File: config.mk
export PLATFORM = sky130hd
export DESIGN_NAME = converter_link_rx_sideband
export DESIGN_NICKNAME = d
export VERILOG_FILES = /design/src/logic/rx_sideband_pkg.sv /design/src/logic/lane_align_tracker.sv /design/src/logic/frame_marker.sv /design/src/logic/converter_link_rx_sideband.sv
export VERILOG_INCLUDE_DIRS = /design/src /design/src/logic
export SDC_FILE = /design/constraint.sdc
export NUM_CORES = 1
export LEC_CHECK = 0
export BUFFER_PORTS_ARGS = -buffer_cell sky130_fd_sc_hd__buf_2
export CORE_MARGIN = 2
export CORE_UTILIZATION = 40
export CTS_CLUSTER_SIZE = 8
export DETAILED_ROUTE_END_ITERATION = 8
export GPL_TIMING_DRIVEN = 0
export PLACE_DENSITY = 0.72
export SLEW_MARGIN = 20
export SYNTH_ARGS = -nofsm -noshare
export SYNTH_HDL_FRONTEND = slang
export SYNTH_SLANG_ARGS = --single-unit
File: constraint.sdc
create_clock -name clk -period 6.12 [get_ports clk]
set_input_delay 1.224 -clock clk [delete_from_list [all_inputs] [get_ports clk]]
set_output_delay 1.224 -clock clk [all_outputs]
set_load 0.01 [all_outputs]
File: src/logic/rx_sideband_regs.svh
`ifndef RX_SIDEBAND_REGS_SVH
`define RX_SIDEBAND_REGS_SVH

// Register byte offsets
`define REG_CTRL 8'h00
`define REG_PARAM_A 8'h04
`define REG_PARAM_B 8'h08
`define REG_PARAM_C 8'h0C
`define REG_POWERDOWN 8'h10
`define REG_ERR_EN 8'h14
`define REG_ERR_STAT 8'h18
`define REG_STATUS 8'h1C
`define REG_LANE_STAT 8'h20

// Field positions
`define CTRL_RESYNC 0
`define CTRL_LOOPBACK 1
`define CTRL_TESTMODE 4
`define PA_L 0
`define PA_F 8
`define PA_K 16
`define PB_M 0
`define PB_CS 8
`define PB_N 16
`define PB_NP 24
`define PC_S 0
`define PC_HD 8
`define PC_CF 16
`define ST_SYNC_N 0
`define ST_DEV_ALIGNED 1
`define ST_ALLDEV 2
`define ST_SYSREF 3

// Error types
`define ERR_TYPES 3
`define ERR_CODE 0
`define ERR_DISP 1
`define ERR_UNEXP_K 2

// Reset values
`define RST_L 5'h01
`define RST_F 8'h01
`define RST_K 5'h0F
`define RST_M 8'h01
`define RST_CS 2'h0
`define RST_N 5'h0F
`define RST_NP 5'h0F
`define RST_S 5'h00
`define RST_HD 1'h0
`define RST_CF 5'h00

// Control characters and counts
`define K_CGS 8'hBC
`define K_ILAS_START 8'h1C
`define K_ALIGN 8'h7C
`define K_FRAME 8'hFC
`define K_CONFIG 8'h9C
`define CGS_K_COUNT 3'h4

`endif

File: src/logic/rx_sideband_pkg.sv
`include "rx_sideband_regs.svh"
package rx_sideband_pkg;

  typedef enum logic [1:0] {
    lane_cgs = 2'b00,
    lane_wait_ilas = 2'b01,
    lane_aligned_st = 2'b10
  } lane_state_type;

  typedef struct packed {
    logic [31:0] data;
    logic [3:0] kchar;
    logic [3:0] code_err;
    logic [3:0] disp_err;
    logic valid;
  } lane_octets_type;

  typedef struct packed {
    lane_state_type st;
    logic [2:0] kcnt;
    logic [`ERR_TYPES-1:0] err;
  } lane_track_type;

  typedef struct packed {
    logic run;
    logic [7:0] oct;
    logic [4:0] frm;
    logic [3:0] sof;
    logic [3:0] somf;
  } marker_state_type;

endpackage : rx_sideband_pkg

File: src/logic/lane_align_tracker.sv
`timescale 1ns/10ps
`include "rx_sideband_regs.svh"
module lane_align_tracker (
  input wire logic clk,
  input wire logic rst_n,
  input rx_sideband_pkg::lane_octets_type octets,
  input wire logic sync_req,
  output logic cgs_done,
  output logic waiting,
  output logic aligned,
  output logic [`ERR_TYPES-1:0] err
);
  import rx_sideband_pkg::*;

  lane_track_type q;
  lane_track_type next_q;

  always_comb begin
    logic [7:0] oc;
    logic kc;
    oc = 8'h00;
    kc = 1'b0;
    next_q = q;
    next_q.err = '0;
    if (octets.valid) begin
      // Earliest octet sits in the top byte
      for (int j = 3; j >= 0; j--) begin
        oc = octets.data[j*8 +: 8];
        kc = octets.kchar[j];
        case (next_q.st)
          lane_cgs: begin
            if (kc && oc == `K_CGS) begin
              if (next_q.kcnt != `CGS_K_COUNT) begin
                next_q.kcnt = next_q.kcnt + 3'h1;
              end
            end else begin
              next_q.kcnt = 3'h0;
            end
          end
          lane_wait_ilas: begin
            if (kc && oc == `K_ILAS_START) begin
              next_q.st = lane_aligned_st; // RQ7
            end
          end
          default: begin
            if (kc && oc != `K_CGS && oc != `K_ILAS_START && oc != `K_ALIGN &&
                oc != `K_FRAME && oc != `K_CONFIG) begin
              next_q.err[`ERR_UNEXP_K] = 1'b1;
            end
          end
        endcase
      end
      next_q.err[`ERR_CODE] = |octets.code_err;
      next_q.err[`ERR_DISP] = |octets.disp_err;
    end
    if (q.st == lane_cgs && q.kcnt == `CGS_K_COUNT && !sync_req) begin
      next_q.st = lane_wait_ilas;
    end
    if (sync_req && q.st != lane_cgs) begin
      next_q.st = lane_cgs;
      next_q.kcnt = 3'h0;
    end
  end

  always_ff @(posedge clk or negedge rst_n) begin
    if (!rst_n) begin
      q <= '0;
    end else begin
      q <= next_q;
    end
  end

  assign cgs_done = (q.st != lane_cgs) || (q.kcnt == `CGS_K_COUNT);
  assign waiting = (q.st == lane_wait_ilas);
  assign aligned = (q.st == lane_aligned_st);
  assign err = q.err;

endmodule : lane_align_tracker

File: src/logic/frame_marker.sv
`timescale 1ns/10ps
`include "rx_sideband_regs.svh"
module frame_marker (
  input wire logic clk,
  input wire logic rst_n,
  input rx_sideband_pkg::lane_octets_type octets,
  input wire logic armed,
  input wire logic sync_req,
  input wire logic [7:0] f_minus1,
  input wire logic [4:0] k_minus1,
  output logic [3:0] sof,
  output logic [3:0] somf
);
  import rx_sideband_pkg::*;

  marker_state_type q;
  marker_state_type next_q;

  always_comb begin
    next_q = q;
    next_q.sof = 4'h0;
    next_q.somf = 4'h0;
    if (octets.valid) begin
      for (int j = 3; j >= 0; j--) begin
        // Multiframe counting starts on the first ILAS octet
        if (armed && !next_q.run && octets.kchar[j] &&
            octets.data[j*8 +: 8] == `K_ILAS_START) begin
          next_q.run = 1'b1;
          next_q.oct = 8'h00;
          next_q.frm = 5'h00;
        end
        if (next_q.run) begin
          next_q.sof[j] = (next_q.oct == 8'h00); // RQ5
          next_q.somf[j] = (next_q.oct == 8'h00) && (next_q.frm == 5'h00); // RQ6
          if (next_q.oct == f_minus1) begin
            next_q.oct = 8'h00;
            next_q.frm = (next_q.frm == k_minus1) ? 5'h00 : next_q.frm + 5'h01;
          end else begin
            next_q.oct = next_q.oct + 8'h01;
          end
        end
      end
    end
    if (sync_req) begin
      next_q.run = 1'b0;
    end
  end

  always_ff @(posedge clk or negedge rst_n) begin
    if (!rst_n) begin
      q <= '0;
    end else begin
      q <= next_q;
    end
  end

  assign sof = q.sof;
  assign somf = q.somf;

endmodule : frame_marker

File: src/logic/converter_link_rx_sideband.sv
// Function
// RQ1: Timing reference input is held low outside subclass 1 by the system.
// RQ2: Sync request output is low to request sync, high when none pending.
// RQ3: Link errors never appear on sync request; they go to the interrupt.
// RQ4: Integrator may AND sync requests of several receivers toward converters.
// RQ5: Four frame-start flags, bit 3 for the top data octet, down to bit 0.
// RQ6: Four multiframe-start flags with the same octet mapping.
// RQ7: Device-aligned output rises once every active lane is aligned.
// RQ8: Integrator ANDs all device-aligned outputs into each all-aligned input.
// RQ9: Single device loops its own device-aligned output back to all-aligned.
// RQ10: Lane count 5 bits, octets per frame 8, frames per multiframe 5.
// RQ11: Converter count 8, control bits 2, resolution 5, total bits 5.
// RQ12: Samples per frame 5 bits, high-density flag, control words 5 bits.
// RQ13: Lane powerdown vector, one bit per lane, as software sets it.
// RQ14: Interrupt rises only for detected errors of enabled types.
// RQ15: Four-bit test-mode output mirrors the test-mode register field.
// RQ16: Loopback source may give 32 parallel bits per lane instead of serial data.
// RQ17: Loopback source gives a valid per lane and four control flags per lane.
// RQ18: Loopback source gives four code-error and four disparity flags per lane.
// RQ19: Lane words are big-endian, earliest octet in bits 31:24.
// RQ20: Transport data cannot be stalled; delivered whenever valid is high.
// RQ21: Unused loopback inputs are tied low by the integrator.
// RQ22: Frame flags count only with valid high and align with their word.
//
// Design decisions made here: the register addresses and the strobed register port.
`timescale 1ns/10ps
`include "rx_sideband_regs.svh"
module converter_link_rx_sideband #(
  parameter int LANES = 2
) (
  input wire logic clk,
  input wire logic rst_n,
  input wire logic [7:0] reg_addr,
  input wire logic [31:0] reg_wdata,
  input wire logic reg_write,
  input wire logic reg_read,
  output logic [31:0] reg_rdata,
  input wire logic sysref,
  input wire logic alldev_lane_aligned,
  input wire logic [LANES*32-1:0] phy_data,
  input wire logic [LANES*4-1:0] phy_kchar,
  input wire logic [LANES*4-1:0] phy_code_err,
  input wire logic [LANES*4-1:0] phy_disp_err,
  input wire logic [LANES-1:0] phy_valid,
  input wire logic [LANES*32-1:0] loopback_parallel_data,
  input wire logic [LANES-1:0] loopback_lane_valid,
  input wire logic [LANES*4-1:0] loopback_control_char_flags,
  input wire logic [LANES*4-1:0] loopback_code_error_flags,
  input wire logic [LANES*4-1:0] loopback_disparity_flags,
  output logic sync_request_n,
  output logic [3:0] start_of_frame,
  output logic [3:0] start_of_multiframe,
  output logic dev_lane_aligned,
  output logic [LANES*32-1:0] lane_word_to_transport,
  output logic lane_word_valid,
  output logic [4:0] active_lane_count_out,
  output logic [7:0] octets_per_frame_out,
  output logic [4:0] frames_per_multiframe_out,
  output logic [7:0] converter_count_out,
  output logic [1:0] control_bits_out,
  output logic [4:0] converter_resolution_out,
  output logic [4:0] total_bits_per_sample_out,
  output logic [4:0] samples_per_frame_out,
  output logic high_density_flag_out,
  output logic [4:0] control_words_per_frame_out,
  output logic [LANES-1:0] lane_powerdown,
  output logic receiver_irq,
  output logic [3:0] test_mode_out
);
  import rx_sideband_pkg::*;

  if (LANES < 1 || LANES > 24) begin : g_bad_lanes
    $error("LANES must lie between 1 and 24");
  end

  typedef struct packed {
    logic [31:0] rdata;
    logic resync;
    logic loopback;
    logic [3:0] testmode;
    logic [4:0] l;
    logic [7:0] f;
    logic [4:0] k;
    logic [7:0] m;
    logic [1:0] cs;
    logic [4:0] n;
    logic [4:0] np;
    logic [4:0] s;
    logic hd;
    logic [4:0] cf;
    logic [LANES-1:0] powerdown;
    logic [`ERR_TYPES-1:0] err_en;
    logic [`ERR_TYPES-1:0] err_stat;
    logic [1:0] sysref_sync;
    logic [1:0] alldev_sync;
    logic sysref_prev;
    logic sysref_seen;
    logic sync_n;
    logic dev_aligned;
    logic irq;
    logic valid;
    logic [LANES*32-1:0] data;
  } top_state_type;

  top_state_type q;
  top_state_type next_q;

  lane_octets_type src [LANES];
  logic [LANES-1:0] active;
  logic [LANES-1:0] cgs_done;
  logic [LANES-1:0] waiting;
  logic [LANES-1:0] aligned;
  logic [`ERR_TYPES-1:0] lane_err [LANES];

  // Loopback replaces the PHY words lane by lane
  for (genvar i = 0; i < LANES; i++) begin : g_lane
    always_comb begin
      if (q.loopback) begin
        src[i] = {loopback_parallel_data[i*32 +: 32], loopback_control_char_flags[i*4 +: 4],
                  loopback_code_error_flags[i*4 +: 4], loopback_disparity_flags[i*4 +: 4],
                  loopback_lane_valid[i]}; // RQ16 RQ17 RQ18
      end else begin
        src[i] = {phy_data[i*32 +: 32], phy_kchar[i*4 +: 4], phy_code_err[i*4 +: 4],
                  phy_disp_err[i*4 +: 4], phy_valid[i]};
      end
    end

    // Counted lanes that are powered up
    assign active[i] = (5'(i) <= q.l) && !q.powerdown[i];

    // Alignment tracker per lane
    lane_align_tracker u_tracker (
      .clk(clk),
      .rst_n(rst_n),
      .octets(src[i]),
      .sync_req(!q.sync_n),
      .cgs_done(cgs_done[i]),
      .waiting(waiting[i]),
      .aligned(aligned[i]),
      .err(lane_err[i])
    );
  end

  // Frames follow lane 0
  frame_marker u_marker (
    .clk(clk),
    .rst_n(rst_n),
    .octets(src[0]),
    .armed(waiting[0]),
    .sync_req(!q.sync_n),
    .f_minus1(q.f),
    .k_minus1(q.k),
    .sof(start_of_frame),
    .somf(start_of_multiframe)
  );

  always_comb begin
    logic [31:0] rd_word;
    logic [`ERR_TYPES-1:0] new_err;
    logic [`ERR_TYPES-1:0] clr;
    logic wr_hit;
    rd_word = 32'h0000_0000;
    new_err = '0;
    clr = '0;
    wr_hit = 1'b0;
    next_q = q;

    // Pins pass two flip-flops
    next_q.sysref_sync = {q.sysref_sync[0], sysref}; // RQ1
    next_q.alldev_sync = {q.alldev_sync[0], alldev_lane_aligned};
    next_q.sysref_prev = q.sysref_sync[1];
    next_q.resync = 1'b0;

    // Unmapped writes are ignored
    if (reg_write) begin
      case (reg_addr)
        `REG_CTRL: begin
          next_q.resync = reg_wdata[`CTRL_RESYNC];
          next_q.loopback = reg_wdata[`CTRL_LOOPBACK];
          next_q.testmode = reg_wdata[`CTRL_TESTMODE +: 4];
        end
        `REG_PARAM_A: begin
          next_q.l = reg_wdata[`PA_L +: 5];
          next_q.f = reg_wdata[`PA_F +: 8];
          next_q.k = reg_wdata[`PA_K +: 5];
        end
        `REG_PARAM_B: begin
          next_q.m = reg_wdata[`PB_M +: 8];
          next_q.cs = reg_wdata[`PB_CS +: 2];
          next_q.n = reg_wdata[`PB_N +: 5];
          next_q.np = reg_wdata[`PB_NP +: 5];
        end
        `REG_PARAM_C: begin
          next_q.s = reg_wdata[`PC_S +: 5];
          next_q.hd = reg_wdata[`PC_HD];
          next_q.cf = reg_wdata[`PC_CF +: 5];
        end
        `REG_POWERDOWN: next_q.powerdown = reg_wdata[LANES-1:0]; // RQ13
        `REG_ERR_EN: next_q.err_en = reg_wdata[`ERR_TYPES-1:0];
        `REG_ERR_STAT: clr = reg_wdata[`ERR_TYPES-1:0];
        `REG_STATUS: wr_hit = reg_wdata[`ST_SYSREF];
        default: wr_hit = 1'b0;
      endcase
    end

    // Errors of active lanes only
    for (int i = 0; i < LANES; i++) begin
      if (active[i]) begin
        new_err = new_err | lane_err[i];
      end
    end
    // A fresh error beats a clear in the same cycle
    next_q.err_stat = (q.err_stat & ~clr) | new_err; // RQ3
    next_q.irq = |(next_q.err_stat & next_q.err_en); // RQ14
    // Sticky sysref edge, set wins
    next_q.sysref_seen = (q.sysref_seen && !wr_hit) || (q.sysref_sync[1] && !q.sysref_prev);

    // Request sync until every active lane has seen its comma run
    next_q.sync_n = !q.resync && (&(cgs_done | ~active)); // RQ2
    // Resync holds aligned low
    next_q.dev_aligned = &(aligned | ~active) && q.sync_n && !q.resync; // RQ7
    // No ready from the sink: words go out whenever valid
    next_q.valid = src[0].valid && q.dev_aligned && q.alldev_sync[1]; // RQ20 RQ22
    // Lane words pass unchanged
    for (int i = 0; i < LANES; i++) begin
      next_q.data[i*32 +: 32] = src[i].data; // RQ19
    end

    // Read word for the next cycle
    case (reg_addr)
      `REG_CTRL: begin
        rd_word[`CTRL_LOOPBACK] = q.loopback;
        rd_word[`CTRL_TESTMODE +: 4] = q.testmode;
      end
      `REG_PARAM_A: begin
        rd_word[`PA_L +: 5] = q.l;
        rd_word[`PA_F +: 8] = q.f;
        rd_word[`PA_K +: 5] = q.k;
      end
      `REG_PARAM_B: begin
        rd_word[`PB_M +: 8] = q.m;
        rd_word[`PB_CS +: 2] = q.cs;
        rd_word[`PB_N +: 5] = q.n;
        rd_word[`PB_NP +: 5] = q.np;
      end
      `REG_PARAM_C: begin
        rd_word[`PC_S +: 5] = q.s;
        rd_word[`PC_HD] = q.hd;
        rd_word[`PC_CF +: 5] = q.cf;
      end
      `REG_POWERDOWN: rd_word[LANES-1:0] = q.powerdown;
      `REG_ERR_EN: rd_word[`ERR_TYPES-1:0] = q.err_en;
      `REG_ERR_STAT: rd_word[`ERR_TYPES-1:0] = q.err_stat;
      `REG_STATUS: begin
        rd_word[`ST_SYNC_N] = q.sync_n;
        rd_word[`ST_DEV_ALIGNED] = q.dev_aligned;
        rd_word[`ST_ALLDEV] = q.alldev_sync[1];
        rd_word[`ST_SYSREF] = q.sysref_seen;
      end
      `REG_LANE_STAT: rd_word[LANES-1:0] = aligned;
      default: rd_word = 32'h0000_0000;
    endcase
    next_q.rdata = reg_read ? rd_word : 32'h0000_0000;
  end

  // Parameters reset to defaults
  always_ff @(posedge clk or negedge rst_n) begin
    if (!rst_n) begin
      q <= '0;
      q.l <= `RST_L;
      q.f <= `RST_F;
      q.k <= `RST_K;
      q.m <= `RST_M;
      q.cs <= `RST_CS;
      q.n <= `RST_N;
      q.np <= `RST_NP;
      q.s <= `RST_S;
      q.hd <= `RST_HD;
      q.cf <= `RST_CF;
    end else begin
      q <= next_q;
    end
  end

  // Outputs straight from flops
  assign reg_rdata = q.rdata;
  assign sync_request_n = q.sync_n; // RQ2
  assign dev_lane_aligned = q.dev_aligned; // RQ7
  assign lane_word_to_transport = q.data;
  assign lane_word_valid = q.valid;
  assign active_lane_count_out = q.l; // RQ10
  assign octets_per_frame_out = q.f; // RQ10
  assign frames_per_multiframe_out = q.k; // RQ10
  assign converter_count_out = q.m; // RQ11
  assign control_bits_out = q.cs; // RQ11
  assign converter_resolution_out = q.n; // RQ11
  assign total_bits_per_sample_out = q.np; // RQ11
  assign samples_per_frame_out = q.s; // RQ12
  assign high_density_flag_out = q.hd; // RQ12
  assign control_words_per_frame_out = q.cf; // RQ12
  assign lane_powerdown = q.powerdown; // RQ13
  assign receiver_irq = q.irq; // RQ14
  assign test_mode_out = q.testmode; // RQ15

endmodule : converter_link_rx_sideband

==> impl_metrics.env <==
export IMPL_status="finished with violations"
export IMPL_violations="negative setup slack"
export IMPL_min_path_type="reg -> reg"
export IMPL_synth_main_ff_cell="dfrtp_1"
export IMPL_cts_htree_levels=1
export IMPL_post_synth_top_count_cell="dfrtp_1"
export IMPL_p_leak_nw=9.25
export IMPL_ctsLongestPathBuffers=3
export IMPL_synth_largest_area_cell="dfrtp_1"
export IMPL_endpoint_kind="register"
export IMPL_avgSynthCellArea_um2=9.06
export IMPL_cts_num_sinks=201
export IMPL_setup_viol=15
export IMPL_slew_headroom=0.205
export IMPL_critical_path_required_ns=6.53
export IMPL_fin_crit_sh=1.05
export IMPL_start_util=0.403
export IMPL_crit_path_max_incr_delay_ns=0.42
export IMPL_setup_ws_ns=-0.319
export IMPL_first_pass_iters=6
export IMPL_drive_gt1_frac=0.461
export IMPL_avgRoutedWirePerCell_um=20.4
export IMPL_final_util=0.542
export IMPL_min_period_ns=6.44
export IMPL_crit_type="in -> reg"
export IMPL_tightestPinTransition_ns=1.19
export IMPL_fmax_mhz=155
export IMPL_synth_edf_count=0
export IMPL_yosysTopAreaCellShare=0.319
export IMPL_finalHoldViolCount=0
export IMPL_cap_violations=0
export IMPL_drt_total_wl_um=53100
export IMPL_synthArstFlopShare=1.00
export IMPL_gr_usage_all_layers=0.271
export IMPL_crit_top_cell="buf_6"
export IMPL_vias=14500
export IMPL_clk_pin_slew_ns=0.05
export IMPL_io_buffers=374
export IMPL_syn_inst=1613
export IMPL_num_io_pins=389
export IMPL_fill_cells=3350
export IMPL_synth_seq_area_share=0.346
export IMPL_dp_worst_setup_slack_ns=-2.23
export IMPL_finalInstanceArea_um2=19700
export IMPL_die_h_um=195
export IMPL_cellPowerDensity_nw_per_um2=200
export IMPL_overflow=0
export IMPL_dieArea_um2=38100
export IMPL_first_iter_violations=970
export IMPL_dp_hpwl_um=40100
export IMPL_synth_area_leaders="dfrtp_1 32%, mux2_2 9.7%, buf_4 8.2%"
export IMPL_path_max_fanout=7
export IMPL_antenna_found_initial=3
export IMPL_row_count=70
export IMPL_arrival_ns=6.85
export IMPL_syn2layout_area_growth_pct=34.5
export IMPL_fin_total_pwr_w=0.00394
export IMPL_skew_ns=0.0157
export IMPL_synth_ff_latch_count=201
export IMPL_die_w_um=195
export IMPL_startpoint_type="input pin"
export IMPL_ir_drop_v=0.000198
export IMPL_drv_slew=0
export IMPL_core_area_um2=36300
export IMPL_fin_nets=2365
export IMPL_gp_congestion=0.974
export IMPL_synth_cell_types=105
export IMPL_placed_area_um2=17300
export IMPL_drc=0
export IMPL_grt_first_pass_wirelength_um=81900
export IMPL_ant_nets=0
export IMPL_grt_start_max_net_pins=89
export IMPL_viasPerCell=5.58
export IMPL_crit_path_top_delay_cell="or3_4"
export IMPL_synth_area_um2=14600
export IMPL_setup_tns_ns=-3.04
export IMPL_ctsRootBufferMaster="clkbuf_16"
export IMPL_cts_tree="yes"
export IMPL_clk_latency_ns=0.56
export IMPL_yosysWarnings=0
export IMPL_grt_pass1_vias=14700
export IMPL_rsz0062_at_grt="yes"
export IMPL_cts_made_buffers=29
export IMPL_synth_common_cells="186 x dfrtp_1, 159 x buf_4, 130 x nand2_1, 126 x mux2_2, 114 x nor2_1"
-- cells in the final DEF, fill, tap and decap left out, drive strengths merged, types with 51 or more instances in the layout --
master / count
o21ai: 73
nand3: 52
mux2: 126
clkbuf: 114
nand2: 130
buf: 637
dfrtp: 186
nor3: 51
nor2: 114
inv: 60
a21oi: 66
-- area by class of cell --
| class | count | area [um^2] | area share |
|---|---|---|---|
| multi-input cells | 1113 | 8660 | 0.441 |
| clock inverters | 2 | 38.8 | 0.00197 |
| diodes | 1 | 2.50 | 0.000127 |
| inverters | 62 | 245 | 0.0125 |
| well taps | 468 | 586 | 0.0298 |
| flip-flops and latches | 201 | 5050 | 0.257 |
| clock buffers | 51 | 818 | 0.0416 |
| plain buffers | 241 | 1610 | 0.0819 |
| repair buffers | 460 | 2650 | 0.135 |
-- power breakdown --
part	internal, W	leakage (nW)	switching, W
clock network	0.000934	0.408	0.000602
logic	0.000428	6.33	0.000548
registers	0.00139	2.51	0.0000391
total	0.00275	9.25	0.00119
-- what timing repair did --
item | 4_1_cts | 5_1_grt
endpoints found under the setup margin | 47 | 22
pin swaps | 62 | 49
hold buffers | 0 | 0
resized for setup | 123 | 58
buffers inserted | 70 | 16
-- metrics by stage --
stage	hold WS, ns	cells
after floorplan	0.331	1618
after global placement	0.332	2460
after detailed placement	0.336	2462
after CTS	0.352	2582
after global routing	0.362	2598
final	0.351	2599
-- critical path: cells and delay by family --
kind	cells	cell delay [ns]
AND/OR/NAND/NOR	10	2.00
AO/OA/AOI/OAI	10	1.96
buffers and inverters	10	1.40
adder cells (fa/ha/maj)	1	0.24
-- cell families after synthesis --
kind of cell,share of synthesized area
AO/OA/AOI/OAI,0.151
adder cells (fa/ha/maj),0.0265
buffers and inverters,0.121
XOR/XNOR,0.0298
flip-flops,0.346
AND/OR/NAND/NOR,0.199
other,0.000257
multiplexers,0.127
-- metal layers --
layer,GRT usage,part of all wire
met3,0.0546,0.076
met2,0.454,0.47
met4,0.0792,0.030
met5,0,0.00047
met1,0.356,0.43
-- path summary, 6_finish.rpt --
check | start | end | slack (ns) | depth (start not counted)
worst max-delay path | phy_data[30] | u_marker.q[10] | -0.32 | 31
worst min-delay path | next_q[73] | next_q[69] | 0.35 | 0
worst max register to register | u_marker.q[21] | u_marker.q[10] | -0.12 | 30
worst min register to register | next_q[73] | next_q[69] | 0.35 | 0
max in group asynchronous | rst_n | active_lane_count_out[0] | 4.80 | 2
min in group asynchronous | rst_n | u_marker.sof[2] | 0.55 | 1
-- sequential cells by signal, indices dropped and copies added, names as in the netlist, 2 cells and up --
signal	cells
control_bits_out	2
lane_word_to_transport	64
u_marker.q	14
control_words_per_frame_out	5
samples_per_frame_out	5
active_lane_count_out	5
g_lane.u_tracker.err	6
frames_per_multiframe_out	5
g_lane.u_tracker.q	10
converter_resolution_out	5
test_mode_out	4
lane_powerdown	2
u_marker.somf	4
next_q	3
converter_count_out	8
q	11
reg_rdata	26
octets_per_frame_out	8
total_bits_per_sample_out	5
u_marker.sof	4
(Power assumes the default switching activity.)
